## config.mk

```make
export PLATFORM = sky130hd
export DESIGN_NAME = acr_ctrl
export DESIGN_NICKNAME = d
export VERILOG_FILES = /design/src/acr_pkg.sv /design/src/acr_ctrl.sv
export VERILOG_INCLUDE_DIRS = /design/src
export SDC_FILE = /design/constraint.sdc
export NUM_CORES = 1
export LEC_CHECK = 0
export BUFFER_PORTS_ARGS = -buffer_cell sky130_fd_sc_hd__buf_4
export CORE_ASPECT_RATIO = 1.4
export CORE_MARGIN = 1.5
export CORE_UTILIZATION = 40
export CTS_CLUSTER_DIAMETER = 100
export DETAILED_ROUTE_END_ITERATION = 10
export PLACE_DENSITY = 0.63
export SKIP_LAST_GASP = 1
export SLEW_MARGIN = 20
export SYNTH_ARGS = -nofsm -noshare
export SYNTH_HDL_FRONTEND = slang
export SYNTH_SLANG_ARGS = --single-unit
```

## constraint.sdc

```tcl
create_clock -name sys_clk_i -period 3.2 [get_ports sys_clk_i]
set_input_delay 0.48 -clock sys_clk_i [delete_from_list [all_inputs] [get_ports sys_clk_i]]
set_output_delay 0.48 -clock sys_clk_i [all_outputs]
set_load 0.03 [all_outputs]
```

## src/acr_regs.svh

```systemverilog
// Register map, field positions, reset values and widths of the converter control block.
// Assumes inclusion by the design module only.
`ifndef ACR_REGS_SVH
`define ACR_REGS_SVH
`define ACR_OFF_CHAN_CTRL 8'h00
`define ACR_OFF_PRESC 8'h04
`define ACR_OFF_FLAGS 8'h06
`define ACR_OFF_LATCH 8'h07
`define ACR_OFF_SAMP 8'h08
`define ACR_OFF_CAL_LO 8'h0c
`define ACR_OFF_CAL_HI 8'h0d
`define ACR_OFF_RES_LO 8'h10
`define ACR_OFF_RES_HI 8'h11
`define ACR_OFF_THR_LO 8'h18
`define ACR_OFF_THR_HI 8'h19
`define ACR_OFF_MAIN_START 8'h20
`define ACR_OFF_CONV_CFG 8'h21
`define ACR_START_BIT 7
`define ACR_MAIN_START_BIT 0
`define ACR_FLAG_BIT 0
`define ACR_RST_BYTE 8'h00
`define ACR_DIV_W 9
`define ACR_HALF_BASE 10'h002
`define ACR_FULL_BASE 10'h004
`endif
```

## src/acr_pkg.sv

```systemverilog
// Types shared by the converter control block.
// Assumes acr_regs.svh sits in the include path.
package acr_pkg;
    // Conversion sequencer states
    typedef enum logic [1:0] {ACR_IDLE, ACR_SAMPLE, ACR_CONVERT} acr_state_t;
    // Result layout codes, 01 is reserved
    typedef enum logic [1:0] {
        ACR_RES_12R = 2'h0, ACR_RES_RSVD = 2'h1, ACR_RES_8R = 2'h2, ACR_RES_12L = 2'h3
    } acr_res_t;
    // Completion or compare condition for the flag
    typedef enum logic [1:0] {
        ACR_CMP_DONE = 2'h0, ACR_CMP_BELOW = 2'h1, ACR_CMP_RSVD = 2'h2, ACR_CMP_ABOVE = 2'h3
    } acr_cmp_t;
    // Gain codes: 1x to 64x in powers of two, then one half
    typedef enum logic [2:0] {
        ACR_G1 = 3'h0, ACR_G2 = 3'h1, ACR_G4 = 3'h2, ACR_G8 = 3'h3,
        ACR_G16 = 3'h4, ACR_G32 = 3'h5, ACR_G64 = 3'h6, ACR_GHALF = 3'h7
    } acr_gain_t;
    // Controls handed to the analog core
    typedef struct packed {
        logic clk_en;
        logic start;
        logic sampling;
        acr_gain_t gain;
        logic [1:0] input_kind_select;
        logic signedness_select;
        acr_res_t res;
        logic [11:0] cal;
    } acr_core_ctrl_t;
    // Complete block state
    typedef struct packed {
        logic start;
        acr_gain_t gain;
        logic [1:0] kind;
        logic [2:0] presc;
        logic [5:0] sample_length;
        logic [11:0] cal;
        logic [15:0] compare_threshold;
        logic [7:0] latch;
        logic channel_done_flag;
        acr_res_t res;
        logic sgn;
        acr_cmp_t cmp_mode;
        logic [11:0] channel_result;
        logic [8:0] div_cnt;
        acr_state_t fsm;
        logic [5:0] samp_cnt;
        logic [7:0] rdata;
        logic clk_en;
        logic conv_start;
        logic sampling;
    } acr_state_s_t;
endpackage

```

## src/acr_ctrl.sv

```systemverilog
// Register-side control of an 8-bit-bus converter: divider, sampling timer, result layout,
// compare threshold, byte latch, completion flag and start bit.
// Assumes the analog core answers each conversion with a one-cycle done pulse and data.
//
// Overview of operation
// - Converter clock is peripheral clock divided by 4 up to 512, set by three bits.
// - Flag sets on conversion end, or only on a met compare condition.
// - Flag clears when the converter interrupt vector is executed.
// - Writing one to the flag bit clears it; writing zero keeps it.
// - Reading a 16-bit register's low byte copies its high byte into the latch.
// - The byte latch is also an ordinary read/write register.
// - Sampling lasts sample length plus one half periods of the converter clock.
// - A 12-bit calibration value is held; low register holds its low eight bits.
// - Left-adjusted: high byte shows bits 11..4, low upper nibble bits 3..0.
// - Right-adjusted 12-bit: high byte bits 11..8, upper nibble sign-extends if differential.
// - 8-bit form: high byte replicates bit 7 when signed, else zero.
// - Right-adjusted and 8-bit forms show result bits 7..0 low; results read-only.
// - Compare threshold is two's complement when signed conversion is selected.
// - Writing one to the start bit begins a conversion; hardware clears it on start.
// - Writing start while already set has no further effect.
// - Channel start bit aliases the main control start bit.
// - Resolution codes: 00 12-bit right, 10 8-bit right, 11 12-bit left.
// - Gain codes 000..110 are 1x..64x, 111 is one half.
//
// Register map, byte offsets on the register port
// 0x00 channel_control: [7] start, [4:2] gain, [1:0] input kind, [6:5] read zero
// 0x04 clock_divider_ctrl: [2:0] divider select, [7:3] read zero
// 0x06 irq_flag_status: [0] channel_done_flag, a one written clears it
// 0x07 byte_latch: high byte of the last low-byte read, also plain read/write
// 0x08 sample_time_ctrl: [5:0] sample_length, [7:6] read zero
// 0x0c calibration_low: calibration bits 7..0
// 0x0d calibration high: calibration bits 11..8 in [3:0]
// 0x10 result_low and 0x11 result_high: read-only result in the chosen layout
// 0x18 threshold_low and 0x19 threshold_high: 16-bit compare threshold
// 0x20 main start: [0] is the channel start bit seen from the main control side
// 0x21 conversion setup: [1:0] resolution, [2] signed, [4:3] compare mode
// Unmapped offsets read 0x00 and ignore writes.
//
// Compare modes
// 00 flag on every finished conversion
// 01 flag when the result is below the threshold
// 11 flag when the result is above the threshold
// 10 is reserved and behaves as 00
//
// Timing on the register port
// A write takes effect at the edge that samples the write strobe.
// Read data stands in rdata_o for the one cycle after the read strobe, else 0x00.
// Reading a low byte loads byte_latch at the same edge; read the high byte after it.
// Writes reach each byte directly, so a 16-bit write needs no particular order.
//
// Conversion sequence
// A start written at edge n becomes core_o.start and raises sampling at edge n+1.
// Sampling ends after sample_length+1 half-period ticks of the divided clock.
// The core then owns the conversion until it pulses conv_done_i with its data.
// The flag rises one edge after conv_done_i when the mode's condition holds.
//
// Hazards
// The divider runs free, so the first sampling half period can be short.
// A start written while busy is held and taken once the sequencer is idle.
// Only one start can wait; further start writes merge into it.
// A flag set and a clear in the same cycle leave the flag set.
`timescale 1ns/1ns
`include "acr_regs.svh"

module acr_ctrl
    import acr_pkg::*;
(
    // Clock and reset
    input wire logic sys_clk_i,
    input wire logic rst_i,
    // Register port
    input wire logic [7:0] addr_i,
    input wire logic [7:0] wdata_i,
    input wire logic wr_i,
    input wire logic rd_i,
    output logic [7:0] rdata_o,
    // Analog core
    input wire logic conv_done_i,
    input wire logic [11:0] conv_data_i,
    input wire logic irq_vector_i,
    output acr_core_ctrl_t core_o,
    output logic channel_done_flag_o
);

    ////////////////////////////////////////////////////////////////////////////////
    acr_state_s_t s;
    acr_state_s_t next_s;
    logic [9:0] half_wide;
    logic [9:0] full_wide;
    logic [8:0] half_mask;
    logic [8:0] full_mask;
    logic half_tick;
    logic full_tick;
    logic [7:0] res_hi;
    logic [7:0] res_lo;
    logic [15:0] new_val;
    logic cmp_hit;

    // Masks of the low counter bits that span a half and a whole converter period
    assign half_wide = (`ACR_HALF_BASE << s.presc) - 10'h001;
    assign full_wide = (`ACR_FULL_BASE << s.presc) - 10'h001;
    assign half_mask = half_wide[8:0];
    assign full_mask = full_wide[8:0];

    // Ticks when all masked counter bits are ones
    assign half_tick = &(s.div_cnt | ~half_mask);
    assign full_tick = &(s.div_cnt | ~full_mask);

    // Present the stored result in the selected layout
    always_comb begin
        unique case (s.res)
            ACR_RES_12L: begin
                res_hi = s.channel_result[11:4];
                res_lo = {s.channel_result[3:0], 4'h0};
            end
            ACR_RES_8R: begin
                res_hi = s.sgn ? {8{s.channel_result[7]}} : 8'h00;
                res_lo = s.channel_result[7:0];
            end
            default: begin
                // Reserved code 01 behaves as 12-bit right-adjusted
                res_hi = {(s.kind[1] ? {4{s.channel_result[11]}} : 4'h0), s.channel_result[11:8]};
                res_lo = s.channel_result[7:0];
            end
        endcase
    end

    // Numeric value of an arriving result, sign-extended in signed operation
    always_comb begin
        if (s.res == ACR_RES_8R) begin
            new_val = s.sgn ? {{8{conv_data_i[7]}}, conv_data_i[7:0]} : {8'h00, conv_data_i[7:0]};
        end else begin
            new_val = s.sgn ? {{4{conv_data_i[11]}}, conv_data_i} : {4'h0, conv_data_i};
        end
    end

    // Compare condition against the threshold
    always_comb begin
        unique case (s.cmp_mode)
            ACR_CMP_BELOW: begin
                cmp_hit = s.sgn ? ($signed(new_val) < $signed(s.compare_threshold))
                                : (new_val < s.compare_threshold);
            end
            ACR_CMP_ABOVE: begin
                cmp_hit = s.sgn ? ($signed(new_val) > $signed(s.compare_threshold))
                                : (new_val > s.compare_threshold);
            end
            default: begin
                cmp_hit = 1'b1;
            end
        endcase
    end

    ////////////////////////////////////////////////////////////////////////////////
    // Next state: bus access, divider, sequencer, flag
    always_comb begin
        next_s = s;
        next_s.div_cnt = s.div_cnt + 9'h001;
        next_s.clk_en = full_tick;
        next_s.conv_start = 1'b0;
        next_s.rdata = `ACR_RST_BYTE;

        // Register writes
        if (wr_i) begin
            unique case (addr_i)
                // Start request, gain and input kind
                `ACR_OFF_CHAN_CTRL: begin
                    next_s.start = s.start | wdata_i[`ACR_START_BIT];
                    next_s.gain = acr_gain_t'(wdata_i[4:2]);
                    next_s.kind = wdata_i[1:0];
                end
                // Alias of the start bit from the main control side
                `ACR_OFF_MAIN_START: begin
                    next_s.start = s.start | wdata_i[`ACR_MAIN_START_BIT];
                end
                // Resolution, signedness and compare mode
                `ACR_OFF_CONV_CFG: begin
                    next_s.res = acr_res_t'(wdata_i[1:0]);
                    next_s.sgn = wdata_i[2];
                    next_s.cmp_mode = acr_cmp_t'(wdata_i[4:3]);
                end
                // Divider select
                `ACR_OFF_PRESC: begin
                    next_s.presc = wdata_i[2:0];
                end
                // A one clears the flag, a zero keeps it
                `ACR_OFF_FLAGS: begin
                    if (wdata_i[`ACR_FLAG_BIT]) begin
                        next_s.channel_done_flag = 1'b0;
                    end
                end
                // Byte latch as a plain register
                `ACR_OFF_LATCH: begin
                    next_s.latch = wdata_i;
                end
                // Sampling length
                `ACR_OFF_SAMP: begin
                    next_s.sample_length = wdata_i[5:0];
                end
                // Calibration low byte
                `ACR_OFF_CAL_LO: begin
                    next_s.cal[7:0] = wdata_i;
                end
                // Calibration high nibble
                `ACR_OFF_CAL_HI: begin
                    next_s.cal[11:8] = wdata_i[3:0];
                end
                // Threshold low byte
                `ACR_OFF_THR_LO: begin
                    next_s.compare_threshold[7:0] = wdata_i;
                end
                // Threshold high byte, sign on top in signed mode
                `ACR_OFF_THR_HI: begin
                    next_s.compare_threshold[15:8] = wdata_i;
                end
                default: begin
                    // Result registers and unmapped offsets ignore writes
                end
            endcase
        end

        // Register reads, data stands in the following cycle only; reserved bits read zero
        if (rd_i) begin
            unique case (addr_i)
                // Start request, gain and input kind
                `ACR_OFF_CHAN_CTRL: begin
                    next_s.rdata = {s.start, 2'h0, s.gain, s.kind};
                end
                // Alias of the start bit
                `ACR_OFF_MAIN_START: begin
                    next_s.rdata = {7'h00, s.start};
                end
                // Resolution, signedness and compare mode
                `ACR_OFF_CONV_CFG: begin
                    next_s.rdata = {3'h0, s.cmp_mode, s.sgn, s.res};
                end
                // Divider select
                `ACR_OFF_PRESC: begin
                    next_s.rdata = {5'h00, s.presc};
                end
                // Completion flag
                `ACR_OFF_FLAGS: begin
                    next_s.rdata = {7'h00, s.channel_done_flag};
                end
                // Byte latch as a plain register
                `ACR_OFF_LATCH: begin
                    next_s.rdata = s.latch;
                end
                // Sampling length
                `ACR_OFF_SAMP: begin
                    next_s.rdata = {2'h0, s.sample_length};
                end
                // Low bytes of the 16-bit pairs load the latch
                `ACR_OFF_CAL_LO: begin
                    next_s.rdata = s.cal[7:0];
                    next_s.latch = {4'h0, s.cal[11:8]};
                end
                `ACR_OFF_RES_LO: begin
                    next_s.rdata = res_lo;
                    next_s.latch = res_hi;
                end
                `ACR_OFF_THR_LO: begin
                    next_s.rdata = s.compare_threshold[7:0];
                    next_s.latch = s.compare_threshold[15:8];
                end
                // High bytes of the 16-bit pairs come from the latch
                `ACR_OFF_CAL_HI, `ACR_OFF_RES_HI, `ACR_OFF_THR_HI: begin
                    next_s.rdata = s.latch;
                end
                // Unmapped offsets read zero
                default: begin
                    next_s.rdata = `ACR_RST_BYTE;
                end
            endcase
        end

        // Vector execution clears the flag before a new event can set it
        if (irq_vector_i) begin
            next_s.channel_done_flag = 1'b0;
        end

        // Sequencer acts after the bus so a write in the taking cycle is absorbed
        unique case (s.fsm)
            ACR_IDLE: begin
                if (s.start) begin
                    next_s.start = 1'b0;
                    next_s.conv_start = 1'b1;
                    next_s.sampling = 1'b1;
                    next_s.samp_cnt = s.sample_length;
                    next_s.fsm = ACR_SAMPLE;
                end
            end
            ACR_SAMPLE: begin
                if (half_tick) begin
                    if (s.samp_cnt == 6'h00) begin
                        next_s.sampling = 1'b0;
                        next_s.fsm = ACR_CONVERT;
                    end else begin
                        next_s.samp_cnt = s.samp_cnt - 6'h01;
                    end
                end
            end
            ACR_CONVERT: begin
                if (conv_done_i) begin
                    next_s.channel_result = conv_data_i;
                    next_s.fsm = ACR_IDLE;
                    if (cmp_hit) begin
                        next_s.channel_done_flag = 1'b1;
                    end
                end
            end
            default: begin
                // Illegal code: back to idle with sampling off
                next_s.fsm = ACR_IDLE;
                next_s.sampling = 1'b0;
            end
        endcase
    end

    ////////////////////////////////////////////////////////////////////////////////
    // State register
    always_ff @(posedge sys_clk_i or posedge rst_i) begin
        if (rst_i) begin
            s <= '0;
        end else begin
            s <= next_s;
        end
    end

    // Register port and flag outputs straight from the state register
    assign rdata_o = s.rdata;
    assign channel_done_flag_o = s.channel_done_flag;

    // Core controls straight from the state register
    assign core_o.clk_en = s.clk_en;
    assign core_o.start = s.conv_start;
    assign core_o.sampling = s.sampling;
    assign core_o.gain = s.gain;
    assign core_o.input_kind_select = s.kind;
    assign core_o.signedness_select = s.sgn;
    assign core_o.res = s.res;
    assign core_o.cal = s.cal;

endmodule // acr_ctrl

```

# ---- Word level (Yosys, flattened, before mapping)
# Cells that the tools add are included.
# Widths: inputs -> output; s select.
dict set report word_totals {
  wordCells 126
  ff_bits 97
}
dict set report op_classes {
  mux 45
  bitwise_logic 7
  reduce_logical 19
  shift 2
  eq_ne 23
  add_sub_neg 4
  order_cmp 4
}
# cell n
set op_table {}
lappend op_table {{$mux 8} 10}
lappend op_table {{$pmux 8 s10} 1}
lappend op_table {{$mux 57} 1}
lappend op_table {{$mux 16} 3}
lappend op_table {{$eq 8x5->1 const B} 4}
lappend op_table {{$gt 16x16->1} 2}
lappend op_table {{$lt 16x16->1} 2}
lappend op_table {{$eq 8x3->1 const B} 3}
lappend op_table {{$eq 8x4->1 const B} 3}
lappend op_table {{$pmux 8 s3} 1}
lappend op_table {{$not 9->9} 2}
lappend op_table {{$or 9x9->9} 2}
lappend op_table {{$reduce_and 2->1} 9}
lappend op_table {{$reduce_and 9->1} 2}
lappend op_table {{$sub 9x1->9 const B} 2}
lappend op_table {{$eq 8x6->1 const B} 2}
lappend op_table {{$pmux 8 s2} 1}
lappend op_table {{$mux 1} 13}
lappend op_table {{$mux 6} 2}
lappend op_table {{$pmux 6 s2} 1}
lappend op_table {{$reduce_and 4->1} 3}
lappend op_table {{$mux 5} 2}
lappend op_table {{$ne 2x2->1 const B} 5}
lappend op_table {{$add 9x1->9 const B} 1}
lappend op_table {{other kinds (18)} 27}

# ---- Longest topological paths before layout
dict set report depth {
  ltp_word 8
  mapped_depth 12
  ltp_nobuf 11
}

# ---- Worst setup path after synthesis
# OpenSTA, ideal clock, no wires.
dict set report synth_path {
  path_kind {register to register}
  start {reg s (netlist bit core_o[13])}
  end {reg s (netlist bit channel_done_flag_o)}
  setup_ps 138
  stages_incl_launch_ff 13
  path_slack_ps 446
  arrival_time_ps 2616
  period_less_slack_ps 2754
  path_buffers 1
  cell_sequence {dfrtp_1 clkbuf_1 nor2b_1 nand3_1 nand2_1 o21a_1 ha_1 a21oi_1 nand2_1 a221oi_1 nand3_1 a2111oi_2 o31ai_1}
}
# item line
set synth_rtl {}
lappend synth_rtl {{from (decl)} acr_ctrl.sv:86} ;# acr_state_s_t s;
lappend synth_rtl {{from (signal assigned)} acr_ctrl.sv:326} ;# s <= next_s;

==> summary.md <==
| Metric | Value |
|---|---|
| Clock Latency Late Sink | 0.34 ns |
| Delay-heaviest family, CP | compound AO/OA/AOI/OAI gates |
| Remaining DRCs | 0 |
| LEAKAGE | 2.86 nW |
| Worst Tran Pin Value | around 0.86 ns |
| Net count, final | 614 |
| Gpl congestion | 0.865 |
| Worst min-delay path class | in2async |
| Max stage delay cell, worst path | dfrtp_1 |
| CTS max path bufs | 2 |
| Core Area | 0.0134 mm2 |
| Share of layout cells above drive strength 1 | 28.6% |
| Final Core Density | a little under half |
| N_diodes | 0 |
| Critical path peak fanout | 4 |
| Worst VDD drop | 0.247 mV |
| Crit path cell chain | nor2b_1 > nand3_1 > nand2_1 > o21a_1 > ha_1 > a21oi_1 > nand2_1 > a221oi_1 > nand3_1 > a2111oi_2 > o31ai_1 |
| Synthesized area | between 0.005 and 0.006 mm2 |
| Crit share post-route | 87.7% |
| Initial core utilization | 41.1% |
| Kind of critical path | reg2reg |
| Final Skew | 0.00780 ns |
| Final hold violation count | 0 |
| Antenna violations before repair | 0 |
| Syn Nets | 578 |
| Top Ports | 66 |
| Hpwl dp | 11400 um |
| Seq cells post-synth | 97 |
| Global-route wire length before repair | 23400 um |
| Detailed Route Iter0 Violations | 317 |
| CTS buffer count | 9 |
| Clock sinks | 97 |
| Pre-antenna DRT Iters | 5 |
| Worst setup SP type | flip-flop |
| Count of cell types in the netlist | 63 |
| Area growth from synthesis to layout | 14.0% |
| Die height | between 100 and 150 um |
| Hold WS | 0.244 ns |
| CTS root buffer | clkbuf_16 |
| Grt ovf | 0 |
| Post-synth EDFFs | 0 |
| Max Freq | roughly 0.36 GHz |
| Warnings from Yosys | 0 |
| Fillers | ~1300 |
| Post-synth top flop | dfrtp_1 |
| Unrepaired setup endpoints after global routing | false |
| WP buf/inv | 0 |
| Via count | 4265 |
| Multi-input gate area | 0.00266 mm2 |
| Worst endpoint data arrival time | roughly 3 ns |
| DIE WIDTH | about 100 um |
| Sum Neg Setup Slack | 0 ns |
| Final Instance Area | 0.00627 mm2 |
| Die ar. | 0.0145 mm2 |
| Drt via density | 5.70 |
| Reg area | 0.00243 mm2 |
| Slew HR | 42.5% |
| Ys async rst share | 100% |
| DP Area | 0.00598 mm2 |
| Row count | 50 |
| Clock tree from TritonCTS | built |
| Global Route Usage Sum | between 20% and 30% |
| Drt total wl | 14900 um |
| Port buffer count | 65 |
| Endpoint class of the critical path | flip-flop |
| Post-synthesis sequential area ratio | approximately 44% |
| Final ANT Viol Nets | 0 |
| Largest net degree at the start of global routing | 53 |
| Reg clk slew, reported paths | approximately 0.070 ns |
| Status | finished, final reports clean |
| Post-CTS Setup Repair Bufs | 0 |
| Post-layout minimum cycle time | 2.81 ns |
| WP data required | 3.41 ns |
| Avg Inst Size Synth | 10.5 um2 |
| PwrDens | ~530 mW/mm2 |
| Maxcap violations | 0 |
| WL per Instance | 20.0 um |
| Post-Synthesis Cells | 525 |
| Final setup viols | 0 |
| Htree depth | 3 |
| CTS resizes | 0 |
| Slew Limit Fails | 0 |
| Vias in the first global route | 4300 |
| Critical Path Max Stage Delay | approximately 0.4 ns |
| Hold Buf Count CTS | 0 |
==> registers in the layout, indices dropped and copies added, names as in the netlist <==
register and cells:
channel_done_flag_o 1, s 65, core_o 23, rdata_o 8
==> power by group <==
group | switching, W | internal, W
clock | 0.000445 | 0.000626
sequential | 0.000191 | 0.00140
combinational | 0.000366 | 0.000297
==> cell families after synthesis <==
| kind of cell | after synthesis | synth area share [%] |
|---|---|---|
| and+or+nand+nor | 147 | 14.1 |
| AOI/OAI and AO/OA | 114 | 14.8 |
| muxes | 67 | 14.2 |
| xor gates and xnor gates | 7 | 1.12 |
| adders and majority gates | 19 | 4.33 |
| DFF | 97 | 44.2 |
| buffers and inverters | 74 | 7.38 |
==> worst reg2reg max path, cell delays in order, from the launching register on <==
cell,delay (ns)
dfrtp_1,0.40
nor2b_1,0.19
nand3_1,0.16
nand2_1,0.13
o21a_1,0.22
ha_1,0.29
a21oi_1,0.15
nand2_1,0.07
a221oi_1,0.38
nand3_1,0.19
a2111oi_2,0.36
o31ai_1,0.13
==> cell usage in the layout, fill, tap and decap left out, types with 8 or more instances in the layout <==
cell type	count
a21oi_1	30
a221oi_1	10
buf_4	71
clkbuf_16	9
dfrtp_1	97
ha_1	19
inv_1	26
mux2_2	56
mux2i_1	8
nand2_1	56
nand2b_1	8
nand3_1	14
nor2_1	21
o21ai_0	20
==> final timing paths <==
check	from	to	slack, ns	cells after the start
worst min-delay path	rst_i	s[24]$_DFF_PP0_	0.24	2
worst min register to register	s[27]$_DFF_PP0_	s[27]$_DFF_PP0_	0.47	1
min in group sys_clk_i	conv_data_i[6]	s[34]$_DFFE_PP0P_	0.38	2
worst max-delay path	core_o[12]$_DFFE_PP0P_	channel_done_flag_o$_DFF_PP0_	0.39	11
max in group asynchronous	rst_i	s[59]$_DFFE_PP0P_	2.26	3
worst max register to register	core_o[12]$_DFFE_PP0P_	channel_done_flag_o$_DFF_PP0_	0.39	11
==> synthesized netlist by cell type (8+ instances only) <==
master / count / area, um2
dfrtp_1: 97 / 2430
mux2_2: 56 / 631
nand2_1: 56 / 210
buf_4: 31 / 233
a21oi_1: 30 / 150
inv_1: 27 / 101
nor2_1: 21 / 78.8
o21ai_0: 20 / 100
ha_1: 19 / 238
nand3_1: 14 / 70.1
clkbuf_1: 12 / 45.0
a221oi_1: 10 / 87.6
mux2i_1: 8 / 80.1
nand2b_1: 8 / 50.1
==> layout make-up <==
cell class,instances,area share [%]
multi-input combinational,354,42.5
sequential,97,38.7
timing repair buffer,72,8.83
clock buffer,13,3.99
tap,182,3.63
inverter,27,1.66
clock inverter,3,0.639
==> metrics by stage <==
step	worst slack, ns	power (W)	cells
2_1_floorplan	0.186	0.00203	525
3_3_place_gp	0.564	0.00224	732
3_5_place_dp	0.427	0.00227	732
4_1_cts	0.425	0.00334	748
5_1_grt	0.0283	0.00350	748
6_report	0.393	0.00333	748
==> metal layers <==
| metal | share of wire [%] | vias up | GRT usage [%] |
|---|---|---|---|
| li1 | - | 1961 | - |
| met1 | 40 | 2139 | 26.5 |
| met2 | 52 | 139 | 37.1 |
| met3 | 5.3 | 26 | 3.99 |
| met4 | 3.1 | 0 | 8.94 |
| met5 | 0 | - | 0 |
Power figures use the tool's default switching activity.
